## src/include/scg_pkg.sv

```systemverilog
package scg_pkg;

   // Display-list word layout: two flag bits above four 7-bit codes.
   localparam int WORD_W       = 30;
   localparam int CODE_W       = 7;
   localparam int CODES_PER_WD = 4;
   localparam int ADDR_W       = 15;
   localparam int COORD_W      = 10;
   localparam int SCOPES       = 4;
   localparam int EOL_BIT      = 29;
   localparam int EOL_INT_BIT  = 28;

   // Glyph repertoire windows.
   localparam logic [6:0] GLYPH_LO     = 7'h20;
   localparam logic [6:0] GLYPH_HI     = 7'h5F;
   localparam logic [6:0] EXT_GLYPH_LO = 7'h60;
   localparam logic [6:0] EXT_GLYPH_HI = 7'h7F;

   // The twelve control codes.
   localparam logic [6:0] CC_LF       = 7'h0A;
   localparam logic [6:0] CC_CR       = 7'h0D;
   localparam logic [6:0] CC_ITAL_ON  = 7'h0E;
   localparam logic [6:0] CC_ITAL_OFF = 7'h0F;
   localparam logic [6:0] CC_SIZE1    = 7'h11;
   localparam logic [6:0] CC_SIZE2    = 7'h12;
   localparam logic [6:0] CC_SIZE3    = 7'h13;
   localparam logic [6:0] CC_BRT1     = 7'h14;
   localparam logic [6:0] CC_BRT2     = 7'h15;
   localparam logic [6:0] CC_BRT3     = 7'h16;
   localparam logic [6:0] CC_SUPER    = 7'h1C;
   localparam logic [6:0] CC_SUB      = 7'h1D;

   // Grid pitches in scope units (about 100 units per inch).
   localparam logic [9:0] ADV_SIZE1  = 10'h00C;
   localparam logic [9:0] ADV_SIZE2  = 10'h011;
   localparam logic [9:0] ADV_SIZE3  = 10'h01D;
   localparam logic [9:0] LINE_SIZE1 = 10'h021;
   localparam logic [9:0] LINE_SIZE2 = 10'h032;
   localparam logic [9:0] LINE_SIZE3 = 10'h058;

   // Reset attributes.
   localparam logic [1:0] SIZE_RST   = 2'h1;
   localparam logic [1:0] BRT_RST    = 2'h2;
   localparam logic [9:0] COORD_RST  = 10'h000;

   // Host word transfer cost, used by the memory model to pace its slow answers.
   localparam int XFER_NS     = 5500;
   localparam int MCLK_NS     = 50;
   localparam int XFER_CYCLES = XFER_NS / MCLK_NS;

   typedef enum logic [3:0] {
      SCG_OP_NOP, SCG_OP_GLYPH, SCG_OP_LF, SCG_OP_CR, SCG_OP_SUPER, SCG_OP_SUB,
      SCG_OP_SIZE, SCG_OP_BRT, SCG_OP_ITAL_ON, SCG_OP_ITAL_OFF
   } scg_op_t;

   typedef struct packed {
      logic [9:0] x;
      logic [9:0] y;
   } scg_pos_t;

   typedef struct packed {
      logic [1:0] size;
      logic [1:0] bright;
      logic       italic;
   } scg_attr_t;

   typedef struct packed {
      logic [6:0] code;
      scg_pos_t   pos;
      scg_attr_t  attr;
   } scg_glyph_t;

endpackage

```

## src/rtl/scg_code_decode.sv

```systemverilog
`timescale 1ns/1ps
module scg_code_decode #(
   parameter logic EXT_GLYPHS = 1'b0
) (
   // Code in.
   input  wire logic [6:0]      code,
   // Classified operation and its argument.
   output scg_pkg::scg_op_t     op,
   output logic       [1:0]     arg
);

   // Classify one code; unknown control codes and absent glyphs do nothing.
   always_comb begin
      op  = scg_pkg::SCG_OP_NOP;
      arg = 2'h0;
      if (code >= scg_pkg::GLYPH_LO && code <= scg_pkg::GLYPH_HI) begin
         op = scg_pkg::SCG_OP_GLYPH;
      end else if (code >= scg_pkg::EXT_GLYPH_LO && EXT_GLYPHS) begin
         op = scg_pkg::SCG_OP_GLYPH;
      end else begin
         case (code)
            scg_pkg::CC_LF:       op = scg_pkg::SCG_OP_LF;
            scg_pkg::CC_CR:       op = scg_pkg::SCG_OP_CR;
            scg_pkg::CC_SUPER:    op = scg_pkg::SCG_OP_SUPER;
            scg_pkg::CC_SUB:      op = scg_pkg::SCG_OP_SUB;
            scg_pkg::CC_ITAL_ON:  op = scg_pkg::SCG_OP_ITAL_ON;
            scg_pkg::CC_ITAL_OFF: op = scg_pkg::SCG_OP_ITAL_OFF;
            scg_pkg::CC_SIZE1: begin
               op  = scg_pkg::SCG_OP_SIZE;
               arg = 2'h1;
            end
            scg_pkg::CC_SIZE2: begin
               op  = scg_pkg::SCG_OP_SIZE;
               arg = 2'h2;
            end
            scg_pkg::CC_SIZE3: begin
               op  = scg_pkg::SCG_OP_SIZE;
               arg = 2'h3;
            end
            scg_pkg::CC_BRT1: begin
               op  = scg_pkg::SCG_OP_BRT;
               arg = 2'h1;
            end
            scg_pkg::CC_BRT2: begin
               op  = scg_pkg::SCG_OP_BRT;
               arg = 2'h2;
            end
            scg_pkg::CC_BRT3: begin
               op  = scg_pkg::SCG_OP_BRT;
               arg = 2'h3;
            end
            default: op = scg_pkg::SCG_OP_NOP;
         endcase
      end
   end

endmodule

```

## src/rtl/scg_list_proc.sv

```systemverilog
`timescale 1ns/1ps
// What this block does
// - Draws 64 printable codes 20h to 5Fh as stroked glyphs.
// - Build option adds 32 more glyph codes 60h to 7Fh, 96 in all.
// - Twelve control codes position, size, brighten, italicise and format text.
// - Each glyph lands right of the previous one, like a typewriter.
// - Each fetched word is 30 bits holding four packed 7-bit codes.
// - All four codes finish before the next word is requested.
// - After start, words are fetched alone from addresses counting up by one.
// - End-of-list word returns control by interrupt or silent halt, per its bit.
// - Origin is explicit x and/or y, optionally offset by the vector beam.
// - The block signals the host on a single priority interrupt channel.
// - Host talks through one destination code and two control bits.
// - Output drives up to four display scopes.
// - One control code switches italics on.
// - Three glyph sizes, each chosen by a control code.
// - Three brightness levels, each chosen by a control code.
// - Line feed, carriage return, superscript raise and subscript lower.
// - Horizontal advance is automatic with a step set by glyph size.
// - Code-only positioning stays on a size-pitched grid anchored at the origin.
module scg_list_proc #(
   parameter logic EXT_GLYPHS = 1'b0
) (
   // Clock and reset.
   input  wire logic                 mclk,
   input  wire logic                 rst,
   // Host destination write and interface control bits.
   input  wire logic                 generator_destination_code,
   input  wire logic [29:0]          dest_data,
   input  wire logic [1:0]           interface_control_bits,
   input  wire logic                 org_set_x,
   input  wire logic                 org_set_y,
   input  scg_pkg::scg_pos_t         org_pos,
   input  scg_pkg::scg_pos_t         beam_pos,
   // Memory word fetch.
   output logic                      mem_req_q,
   output logic [14:0]               mem_addr_q,
   input  wire logic                 mem_ack,
   input  wire logic [29:0]          mem_data,
   // Priority interrupt channel.
   output logic                      priority_interrupt_channel_q,
   output logic                      busy_q,
   input  wire logic                 int_ack,
   // Stroke generator and scopes.
   output logic                      glyph_go_q,
   output scg_pkg::scg_glyph_t       glyph_q,
   input  wire logic                 glyph_done,
   input  wire logic [3:0]           scope_sel,
   output logic [3:0]                scope_en_q
);

   typedef enum logic [2:0] {
      SCG_IDLE, SCG_FETCH, SCG_DECODE, SCG_DRAW, SCG_NEXT
   } scg_state_t;

   scg_state_t          state_q;
   logic [29:0]         word_q;
   logic [1:0]          slot_q;
   scg_pkg::scg_pos_t   pos_q;
   scg_pkg::scg_pos_t   anchor_q;
   scg_pkg::scg_attr_t  attr_q;
   logic                first_q;
   logic [6:0]          code_cur;
   scg_pkg::scg_op_t    op_cur;
   logic [1:0]          arg_cur;
   logic                start;
   logic                last_slot;
   logic                eol_word;

   // Horizontal step for a glyph size.
   function automatic logic [9:0] adv_step(input logic [1:0] size);
      case (size)
         2'h2:    adv_step = scg_pkg::ADV_SIZE2;
         2'h3:    adv_step = scg_pkg::ADV_SIZE3;
         default: adv_step = scg_pkg::ADV_SIZE1;
      endcase
   endfunction

   // Line pitch for a glyph size.
   function automatic logic [9:0] line_step(input logic [1:0] size);
      case (size)
         2'h2:    line_step = scg_pkg::LINE_SIZE2;
         2'h3:    line_step = scg_pkg::LINE_SIZE3;
         default: line_step = scg_pkg::LINE_SIZE1;
      endcase
   endfunction

   // Half a line pitch, used to raise or lower text for scripts.
   function automatic logic [9:0] half_step(input logic [1:0] size);
      half_step = line_step(size) >> 1;
   endfunction

   // Pick one 7-bit group from the word; slot 0 is the most significant.
   function automatic logic [6:0] code_at(input logic [29:0] w, input logic [1:0] s);
      case (s)
         2'h0:    code_at = w[27:21];
         2'h1:    code_at = w[20:14];
         2'h2:    code_at = w[13:7];
         default: code_at = w[6:0];
      endcase
   endfunction

   // A new list starts on a destination write with the run bit set.
   assign start     = generator_destination_code & interface_control_bits[0];
   assign code_cur  = code_at(word_q, slot_q);
   assign last_slot = (slot_q == 2'(scg_pkg::CODES_PER_WD - 1));
   assign eol_word  = word_q[scg_pkg::EOL_BIT];

   scg_code_decode #(
      .EXT_GLYPHS (EXT_GLYPHS)
   ) u_decode (
      .code (code_cur),
      .op   (op_cur),
      .arg  (arg_cur)
   );

   // Sequencer. A start while busy is ignored so an active list is never torn.
   always_ff @(posedge mclk) begin
      if (rst) begin
         state_q <= SCG_IDLE;
      end else begin
         case (state_q)
            SCG_IDLE: begin
               if (start) begin
                  state_q <= SCG_FETCH;
               end
            end
            SCG_FETCH: begin
               if (mem_ack) begin
                  state_q <= SCG_DECODE;
               end
            end
            SCG_DECODE: begin
               if (eol_word) begin
                  state_q <= SCG_IDLE;
               end else if (op_cur == scg_pkg::SCG_OP_GLYPH) begin
                  state_q <= SCG_DRAW;
               end else begin
                  state_q <= SCG_NEXT;
               end
            end
            SCG_DRAW: begin
               if (glyph_done) begin
                  state_q <= SCG_NEXT;
               end
            end
            SCG_NEXT: begin
               if (last_slot) begin
                  state_q <= SCG_FETCH;
               end else begin
                  state_q <= SCG_DECODE;
               end
            end
            default: state_q <= SCG_IDLE;
         endcase
      end
   end

   // Slot counter walks the four codes of the held word.
   always_ff @(posedge mclk) begin
      if (rst) begin
         slot_q <= 2'h0;
      end else if (state_q == SCG_FETCH) begin
         slot_q <= 2'h0;
      end else if (state_q == SCG_NEXT) begin
         slot_q <= slot_q + 2'h1;
      end
   end

   // Word fetch: the request stands until the memory answers.
   always_ff @(posedge mclk) begin
      if (rst) begin
         mem_req_q <= 1'b0;
         word_q    <= 30'h0000_0000;
      end else begin
         if (mem_req_q && mem_ack) begin
            mem_req_q <= 1'b0;
            word_q    <= mem_data;
         end else if ((state_q == SCG_IDLE && start)
                      || (state_q == SCG_NEXT && last_slot)) begin
            mem_req_q <= 1'b1;
         end
      end
   end

   // Address loads from the host, then counts up after every accepted word.
   always_ff @(posedge mclk) begin
      if (rst) begin
         mem_addr_q <= 15'h0000;
      end else if (state_q == SCG_IDLE && start) begin
         mem_addr_q <= dest_data[14:0];
      end else if (mem_req_q && mem_ack) begin
         mem_addr_q <= mem_addr_q + 15'h0001;
      end
   end

   // Busy flag tells the host a list is running.
   always_ff @(posedge mclk) begin
      if (rst) begin
         busy_q <= 1'b0;
      end else if (state_q == SCG_IDLE) begin
         busy_q <= start;
      end else if (state_q == SCG_DECODE && eol_word) begin
         busy_q <= 1'b0;
      end
   end

   // Interrupt request: set by an end word that asks for it, cleared by the
   // host acknowledge. Set wins so a new end word is never lost.
   always_ff @(posedge mclk) begin
      if (rst) begin
         priority_interrupt_channel_q <= 1'b0;
      end else if (state_q == SCG_DECODE && eol_word && word_q[scg_pkg::EOL_INT_BIT]) begin
         priority_interrupt_channel_q <= 1'b1;
      end else if (int_ack) begin
         priority_interrupt_channel_q <= 1'b0;
      end
   end

   // Attributes: size, brightness and italics stay until changed.
   always_ff @(posedge mclk) begin
      if (rst) begin
         attr_q.size   <= scg_pkg::SIZE_RST;
         attr_q.bright <= scg_pkg::BRT_RST;
         attr_q.italic <= 1'b0;
      end else if (state_q == SCG_DECODE && !eol_word) begin
         case (op_cur)
            scg_pkg::SCG_OP_SIZE:     attr_q.size   <= arg_cur;
            scg_pkg::SCG_OP_BRT:      attr_q.bright <= arg_cur;
            scg_pkg::SCG_OP_ITAL_ON:  attr_q.italic <= 1'b1;
            scg_pkg::SCG_OP_ITAL_OFF: attr_q.italic <= 1'b0;
            default:                  attr_q        <= attr_q;
         endcase
      end
   end

   // Anchor is the top-left of the list; explicit x and/or y, plus the beam
   // position when the relative bit is set. Unset axes keep their last value unless that bit is set, when they take the beam position alone.
   always_ff @(posedge mclk) begin
      if (rst) begin
         anchor_q.x <= scg_pkg::COORD_RST;
         anchor_q.y <= scg_pkg::COORD_RST;
      end else if (state_q == SCG_IDLE && start) begin
         if (interface_control_bits[1]) begin
            anchor_q.x <= (org_set_x ? org_pos.x : 10'h000) + beam_pos.x;
            anchor_q.y <= (org_set_y ? org_pos.y : 10'h000) + beam_pos.y;
         end else begin
            if (org_set_x) begin
               anchor_q.x <= org_pos.x;
            end
            if (org_set_y) begin
               anchor_q.y <= org_pos.y;
            end
         end
      end
   end

   // Pen position. Codes move it only in size-pitched steps from the anchor,
   // so the grid follows wherever the vector generator put the anchor.
   always_ff @(posedge mclk) begin
      if (rst) begin
         pos_q.x <= scg_pkg::COORD_RST;
         pos_q.y <= scg_pkg::COORD_RST;
      end else if (state_q == SCG_FETCH && first_q) begin
         pos_q <= anchor_q;
      end else if (state_q == SCG_DRAW && glyph_done) begin
         pos_q.x <= pos_q.x + adv_step(attr_q.size);
      end else if (state_q == SCG_DECODE && !eol_word) begin
         case (op_cur)
            scg_pkg::SCG_OP_CR: begin
               pos_q.x <= anchor_q.x;
            end
            scg_pkg::SCG_OP_LF: begin
               pos_q.y <= pos_q.y + line_step(attr_q.size);
            end
            scg_pkg::SCG_OP_SUPER: begin
               pos_q.y <= pos_q.y - half_step(attr_q.size);
            end
            scg_pkg::SCG_OP_SUB: begin
               pos_q.y <= pos_q.y + half_step(attr_q.size);
            end
            default: pos_q <= pos_q;
         endcase
      end
   end

   // First-fetch marker. The pen takes the anchor only on the first fetch of a
   // list, one cycle after the anchor register has been loaded, so later
   // fetches of the same list never pull the pen back to the origin.
   always_ff @(posedge mclk) begin
      if (rst) begin
         first_q <= 1'b0;
      end else if (state_q == SCG_IDLE && start) begin
         first_q <= 1'b1;
      end else if (state_q == SCG_FETCH) begin
         first_q <= 1'b0;
      end
   end

   // Glyph request toward the stroke generator.
   always_ff @(posedge mclk) begin
      if (rst) begin
         glyph_go_q <= 1'b0;
         glyph_q    <= '0;
      end else begin
         glyph_go_q <= 1'b0;
         if (state_q == SCG_DECODE && !eol_word && op_cur == scg_pkg::SCG_OP_GLYPH) begin
            glyph_go_q    <= 1'b1;
            glyph_q.code  <= code_cur;
            glyph_q.pos   <= pos_q;
            glyph_q.attr  <= attr_q;
         end
      end
   end

   // Scope unblank enables follow the host selection while a list runs.
   always_ff @(posedge mclk) begin
      if (rst) begin
         scope_en_q <= 4'h0;
      end else begin
         scope_en_q <= busy_q ? scope_sel : 4'h0;
      end
   end

endmodule

```

## config.mk

```make
export PLATFORM = sky130hd
export DESIGN_NAME = scg_list_proc
export DESIGN_NICKNAME = d
export VERILOG_FILES = /design/src/include/scg_pkg.sv /design/src/rtl/scg_code_decode.sv /design/src/rtl/scg_list_proc.sv
export SDC_FILE = /design/constraint.sdc
export NUM_CORES = 1
export LEC_CHECK = 0
export ABC_AREA = 1
export BUFFER_PORTS_ARGS = -buffer_cell sky130_fd_sc_hd__buf_2
export CORE_ASPECT_RATIO = 1.2
export CORE_MARGIN = 1
export CORE_UTILIZATION = 55
export DETAILED_ROUTE_END_ITERATION = 10
export GPL_ROUTABILITY_DRIVEN = 0
export GPL_TIMING_DRIVEN = 0
export PLACE_DENSITY = 0.88
export SLEW_MARGIN = 30
export SYNTH_ARGS = -nofsm -noshare
export SYNTH_HDL_FRONTEND = slang
export SYNTH_SLANG_ARGS = --single-unit
```

## constraint.sdc

```tcl
create_clock -name mclk -period 5.4 [get_ports mclk]
set_input_delay 0.81 -clock mclk [delete_from_list [all_inputs] [get_ports mclk]]
set_output_delay 0.81 -clock mclk [all_outputs]
set_load 0.05 [all_outputs]
```

==> reports/results.txt, run 1 <==
status = complete, no violations
drt via density = 5.45
Net Count, Synth = 1307
post-cts resize count = 0
FMAX = 0.257 GHz
maxcap violations = 0
critical path, cell by cell = ha_1, inv_2, buf_6, nand2_1, nor2_1, nor2_2, nand3_1, nor3_1, o21ai_0, ha_1, fa_1, nand3_1, nand2_1, nand3_1, nand2_1, or2_2, nand3_1, nand2_1, o21ai_0, nor2_1
first-pass GRT wire length = 35.1 mm
Final Worst Setup Slack = 1.51 ns
hold path endpoint = priority_interrupt_channel_q$_SDFFE_PP0P_
warnings from Yosys = 0
commonest non-fill, non-tap cells in the layout = nand2_1, buf_2, nor2_1, dfxtp_1, a21oi_1
hold depth = 2
CP max-delay cell = fa_1
PwrDens = 296 nW/um2
maximum vdd ir drop = 0.235 mV
Die Height = 132 um
ratio of final minimum period to clock period = 72.0%
share of the synthesized area in the top cell type = 35.0%
nets = 1478
initial drt markers = 555
main combinational cell family by area after synthesis = simple AND/OR/NAND/NOR gates
setup TNS = 0 ns
type of the worst setup path = reg -> reg
FF-to-FF setup slack = 1.51 ns
RSZ-0062 raised after global routing = no
xor-xnor portion of the synthesized cell area = 3.60%
clock buffer depth = 2
EDFF count, synth = 0
mux share of post-synthesis cell area = 0.129%
Inst Count DP = 1474
Mapped Avg Cell Area = 6.76 um2
fin crit period = 3.89 ns
Mapped Cells = 1151
Finished Cell Area = 9390 um2
vias in the first global route = 7631
Slew Limit Fails = 0
metal2 WL = 10.2 mm
WL met1 = 8.66 mm
worst-case reg-to-reg path depth = 20
Routed Antenna Nets = 0
Synth cell types = 43
fillcell total = 1189
Initial Util = 56.3%
clock sink total = 136
post-synthesis sequential area ratio = 35.0%
CTS tree = built
Post-synth top flop = dfxtp_1
drt pass-1 iters = 6
Setup Skew = 0.00829 ns
largest net degree at the start of global routing = 17
endpoints failing setup = 0
mapped cell area = 7780 um2
number of CTS-inserted buffers = 17
met3 WL post-DR = 1.65 mm
pre-CTS setup slack = 1.60 ns
clk_lat worst skew = 0.44 ns
hold_sp = priority_interrupt_channel_q$_SDFFE_PP0P_
max layer used = met4
relative slew slack = 48.9%
H-tree Lvls = 4
Crit path arrival time = 4.21 ns
Hold WC Path Type = reg -> reg
post-synthesis simple-gate area fraction = 28.6%
vias post-DR = 8215
post-CTS setup buffers = 0
nature of the critical path startpoint = flip-flop
Required @ worst endpoint = 5.72 ns
Leak = 4.49 nW
capture point of the worst reg-to-reg path = pos_q[8]$_SDFFE_PP0P_
dpl cell area = 8750 um2
routed length per placed instance = 14.3 um
number of hold violations in the final report = 0
Crit Reg-Reg Startpoint = slot_q[0]$_SDFFE_PP0N_
multi-input logic area = 4460 um2
Worst Setup End Kind = flip-flop
crit-path max cell delay = 0.43 ns
Port Buffers = 152
Boundary Pins = 169
compound-cell area share of the yosys netlist = 18.0%
commonest non-fill, non-tap cell in the layout = nand2_1
register area = 2720 um2
Area growth syn-to-layout = 20.7%
dominant cells by area after synthesis = dfxtp_1, nand2_1, nor2_1
WL final = 21.6 mm
synthesis-stage register bit count = 136
FP Rows = 47
total core area = 13800 um2
Die Span X = 111 um
slew at the pin closest to its max-slew limit = 0.767 ns
grt ovf = 0
crit-path max FO = 10
clock root cell = clkbuf_16
fraction of layout cells with a size suffix above 1 = 16.9%
adder-cell area share of the yosys netlist = 7.04%
Post-Layout Cell Count = 1506
DRC errors left = 0
Post-CTS Hold Buffers = 0
initial antenna violation count = 0
Overall Global Routing Usage = 29.6%
Async SR Flop Fraction = 0%
Die ar. = 14600 um2
antenna diode count = 0
Reg clk slew, reported paths = 0.06 ns
hpwl dp = 16.1 mm
cell type with the largest total area after synthesis = dfxtp_1
## layout make-up
cell class	count	share of cell area, %
Buffer	44	2.33
Clock buffer	18	4.68
Tap cell	171	2.28
Multi-Input combinational cell	871	47.5
Timing Repair Buffer	152	8.10
Inverter	100	4.00
Sequential cell	136	29.0
Clock inverter	14	2.10
## cells by family (layout without fill, tap and decap cells)
family | Yosys count | in the layout
flip-flops | 136 | 136
XOR/XNOR | 32 | 32
AND/OR/NAND/NOR | 544 | 544
adder cells (fa/ha/maj) | 42 | 42
AO/OA/AOI/OAI | 252 | 252
buffers and inverters | 144 | 328
multiplexers | 1 | 1
## metal layers
| layer | GRT usage, % | vias to the layer above |
|---|---|---|
| met5 | 0 | - |
| met4 | 17.6 | 0 |
| met3 | 6.80 | 81 |
| met2 | 49.6 | 359 |
| met1 | 34.3 | 3672 |
| li1 | - | 4103 |
## metrics by stage
stage                     power, mW  hold WS [ns]  utilization, %
after detailed placement       1.54         0.454            63.3
after floorplan                1.41         0.429               -
after global routing           2.88         0.477            68.0
after global placement         1.52         0.446            63.3
final                          2.78         0.464            68.0
after CTS                      2.77         0.463            68.0
## critical path, delay by kind of cell, from the launching register on
kind	cells	cell delay [ns]
simple gates	13	1.75
fa+ha+maj	3	1.01
flops	1	0.39
compound gates	2	0.38
buf+inv	2	0.24
## cells in the mapped netlist (all sizes together), types with 13 or more instances
master / count
a21oi: 107
clkbuf: 31
dfxtp: 136
ha: 39
inv: 99
nand2: 312
nand3: 50
nor2: 154
o21ai: 111
xnor2: 13
xor2: 19
## flip-flops by register name (all words and copies together), names as in the netlist, 2 cells and up
register,cells
word_q,30
scope_en_q,4
attr_q,5
glyph_q,32
pos_q,20
state_q,3
slot_q,2
anchor_q,20
mem_addr_q,15
## where the power goes
part           leakage (nW)  internal, mW  switching (mW)
logic                  3.09         0.144           0.287
registers              1.10          1.05          0.0393
clock network         0.295         0.787           0.467
## worst max-delay path by stage
stage / startpoint / to / cells past startpoint
6_report: slot_q[0]$_SDFFE_PP0N_ / pos_q[8]$_SDFFE_PP0P_ / 20
3_3_place_gp: slot_q[0]$_SDFFE_PP0N_ / pos_q[8]$_SDFFE_PP0P_ / 19
2_1_floorplan: slot_q[0]$_SDFFE_PP0N_ / pos_q[8]$_SDFFE_PP0P_ / 19
3_5_place_dp: slot_q[0]$_SDFFE_PP0N_ / pos_q[8]$_SDFFE_PP0P_ / 19
4_1_cts: slot_q[0]$_SDFFE_PP0N_ / pos_q[8]$_SDFFE_PP0P_ / 20
5_1_grt: slot_q[0]$_SDFFE_PP0N_ / pos_q[8]$_SDFFE_PP0P_ / 20
Power figures use the tool's default switching activity.
==> run 2, diff against run 1 <==
--- a/config.mk
+++ b/config.mk
@@ -9,11 +9,11 @@
 export BUFFER_PORTS_ARGS = -buffer_cell sky130_fd_sc_hd__buf_2
 export CORE_ASPECT_RATIO = 1.2
 export CORE_MARGIN = 1
-export CORE_UTILIZATION = 55
+export CORE_UTILIZATION = 50
 export DETAILED_ROUTE_END_ITERATION = 10
 export GPL_ROUTABILITY_DRIVEN = 0
 export GPL_TIMING_DRIVEN = 0
-export PLACE_DENSITY = 0.88
+export PLACE_DENSITY = 0.84
 export SLEW_MARGIN = 30
 export SYNTH_ARGS = -nofsm -noshare
 export SYNTH_HDL_FRONTEND = slang
==> constraint.sdc (replaced) <==
create_clock -name mclk -period 3.2 [get_ports mclk]
set_input_delay 0.48 -clock mclk [delete_from_list [all_inputs] [get_ports mclk]]
set_output_delay 0.48 -clock mclk [all_outputs]
set_load 0.05 [all_outputs]
==> reports/results.txt, run 2 (synthesized netlist as in run 1, its figures left out) <==
status = complete, no violations
delay-heaviest family, CP = simple AND/OR/NAND/NOR gates
largest net degree at the start of global routing = 17
Overall Global Routing Usage = 28.3%
H-tree Lvls = 4
RSZ-0062 raised after global routing = yes
pre-CTS setup slack = -0.534 ns
type of the worst setup path = reg -> reg
Worst Setup End Kind = flip-flop
Reg clk slew, reported paths = 0.06 ns
vias in the first global route = 7884
clock sink total = 136
Port Buffers = 152
endpoints failing setup = 0
clock root cell = clkbuf_16
number of hold violations in the final report = 0
Crit path top cell by count = nand2_1
Routed Antenna Nets = 0
DRC errors left = 0
FP Rows = 49
nets = 1504
Post-Layout Cell Count = 1565
maximum vdd ir drop = 0.308 mV
relative slew slack = 48.5%
largest register by flop count = glyph_q
hpwl dp = 16.3 mm
routed length per placed instance = 14.7 um
FMAX = 0.322 GHz
CP max-delay cell = dfxtp_4
drt via density = 5.40
max layer used = met4
commonest non-fill, non-tap cells in the layout = nand2_1, buf_2, nor2_1, dfxtp_1, a21oi_1
grt ovf = 0
WL final = 23.0 mm
Leak = 4.65 nW
Initial Util = 51.6%
vias post-DR = 8450
WHS = 0.258 ns
metal2 WL = 11.1 mm
fillcell total = 1291
commonest non-fill, non-tap cell in the layout = nand2_1
clock buffer depth = 2
Post-CTS Hold Buffers = 0
Hold WC Path Type = in -> reg
WP buf/inv = 3
WL met1 = 9.11 mm
fraction of layout cells with a size suffix above 1 = 21.9%
crit-path max cell delay = 0.41 ns
PwrDens = 468 nW/um2
initial antenna violation count = 0
Inst Count DP = 1507
maxcap violations = 0
Area growth syn-to-layout = 27.0%
Die Height = 139 um
fin crit period = 3.11 ns
Finished Cell Area = 9880 um2
Boundary Pins = 169
critical path, cell by cell = inv_6, ha_4, nand2_1, nand2_1, o21ai_2, buf_4, nand2_2, nor2_4, nand2_4, inv_2, nand2_1, o21ai_1, ha_2, a21oi_4, nand2_1, nand2_1, nand3_1, nand2_1, nand2_1, nand2_1, nand3_2, nand3_2, a21oi_2
Slew Limit Fails = 0
total core area = 15100 um2
largest registers = glyph_q: 32 flops, word_q: 30 flops
drt pass-1 iters = 6
number of CTS-inserted buffers = 17
Final Worst Setup Slack = 0.0926 ns
slew at the pin closest to its max-slew limit = 0.772 ns
max reg flops = 32
crit-path max FO = 7
met3 WL post-DR = 1.83 mm
Die Span X = 116 um
Crit path arrival time = 3.41 ns
Required @ worst endpoint = 3.50 ns
first-pass GRT wire length = 36.1 mm
nature of the critical path startpoint = flip-flop
initial drt markers = 655
dpl cell area = 8800 um2
Die ar. = 16100 um2
Setup Skew = 0.00594 ns
clk_lat worst skew = 0.43 ns
antenna diode count = 0
ratio of final minimum period to clock period = 97.1%
CTS tree = built
setup TNS = 0 ns
run 2: changes by cell type in the layout (fill, tap and decap cells not counted), sizes merged:
cell      previous run  this run
buf                164       189
clkbuf              49        52
inv                101        99
clkinv               4         7
bufinv               4         3
clkinvlp             5         3
run 2: worst paths after layout:
kind / start / to / slack [ns] / cells after the start
max: slot_q[0]$_SDFFE_PP0N_ / pos_q[9]$_SDFFE_PP0P_ / 0.09 / 23
max reg2reg: slot_q[0]$_SDFFE_PP0N_ / pos_q[9]$_SDFFE_PP0P_ / 0.09 / 23
min reg2reg: glyph_q[10]$_SDFFE_PP0P_ / glyph_q[10]$_SDFFE_PP0P_ / 0.46 / 2
min: scope_sel[1] / scope_en_q[1]$_SDFF_PP0_ / 0.26 / 3
run 2: through the flow:
stage	utilization, %	total power [mW]
finish	65.5	4.62
global route	65.5	4.80
CTS	63.4	4.60
detailed placement	58.3	2.59
global placement	58.3	2.57
floorplan	-	2.37
run 2: worst reg2reg max path, delay by kind of cell (launching register included):
family          cells  cell delay (ns)
flops               1             0.41
simple gates       14             1.16
buf+inv             3             0.32
compound gates      4             0.56
fa+ha+maj           2             0.52
run 2: report_power, final:
part	switching (mW)	total (mW)	internal, mW
Sequential	0.0672	1.84	1.78
Clock	0.756	2.02	1.26
Combinational	0.499	0.763	0.264
run 2: final cells by class:
type / count / area, um2 / area share (%)
Sequential cell: 136 / 2730 / 27.6
Clock buffer: 20 / 457 / 4.62
Timing Repair Buffer: 178 / 977 / 9.89
Multi-Input combinational cell: 871 / 4700 / 47.6
Clock inverter: 12 / 150 / 1.52
Tap cell: 204 / 255 / 2.58
Inverter: 100 / 385 / 3.90
Buffer: 44 / 223 / 2.25
run 2: repair_timing:
item	4_1_cts	5_1_grt
endpoints found under the setup margin	8	7
buffers inserted	7	18
resized for setup	25	54
pin swaps	6	39
gates cloned	0	1
endpoints found under the hold margin	0	0
run 2: per-layer routing:
metal / up-vias / track usage, %
li1: 4164 / -
met1: 3799 / 33.7
met2: 395 / 47.7
met3: 92 / 6.03
met4: 0 / 13.6
met5: - / 0
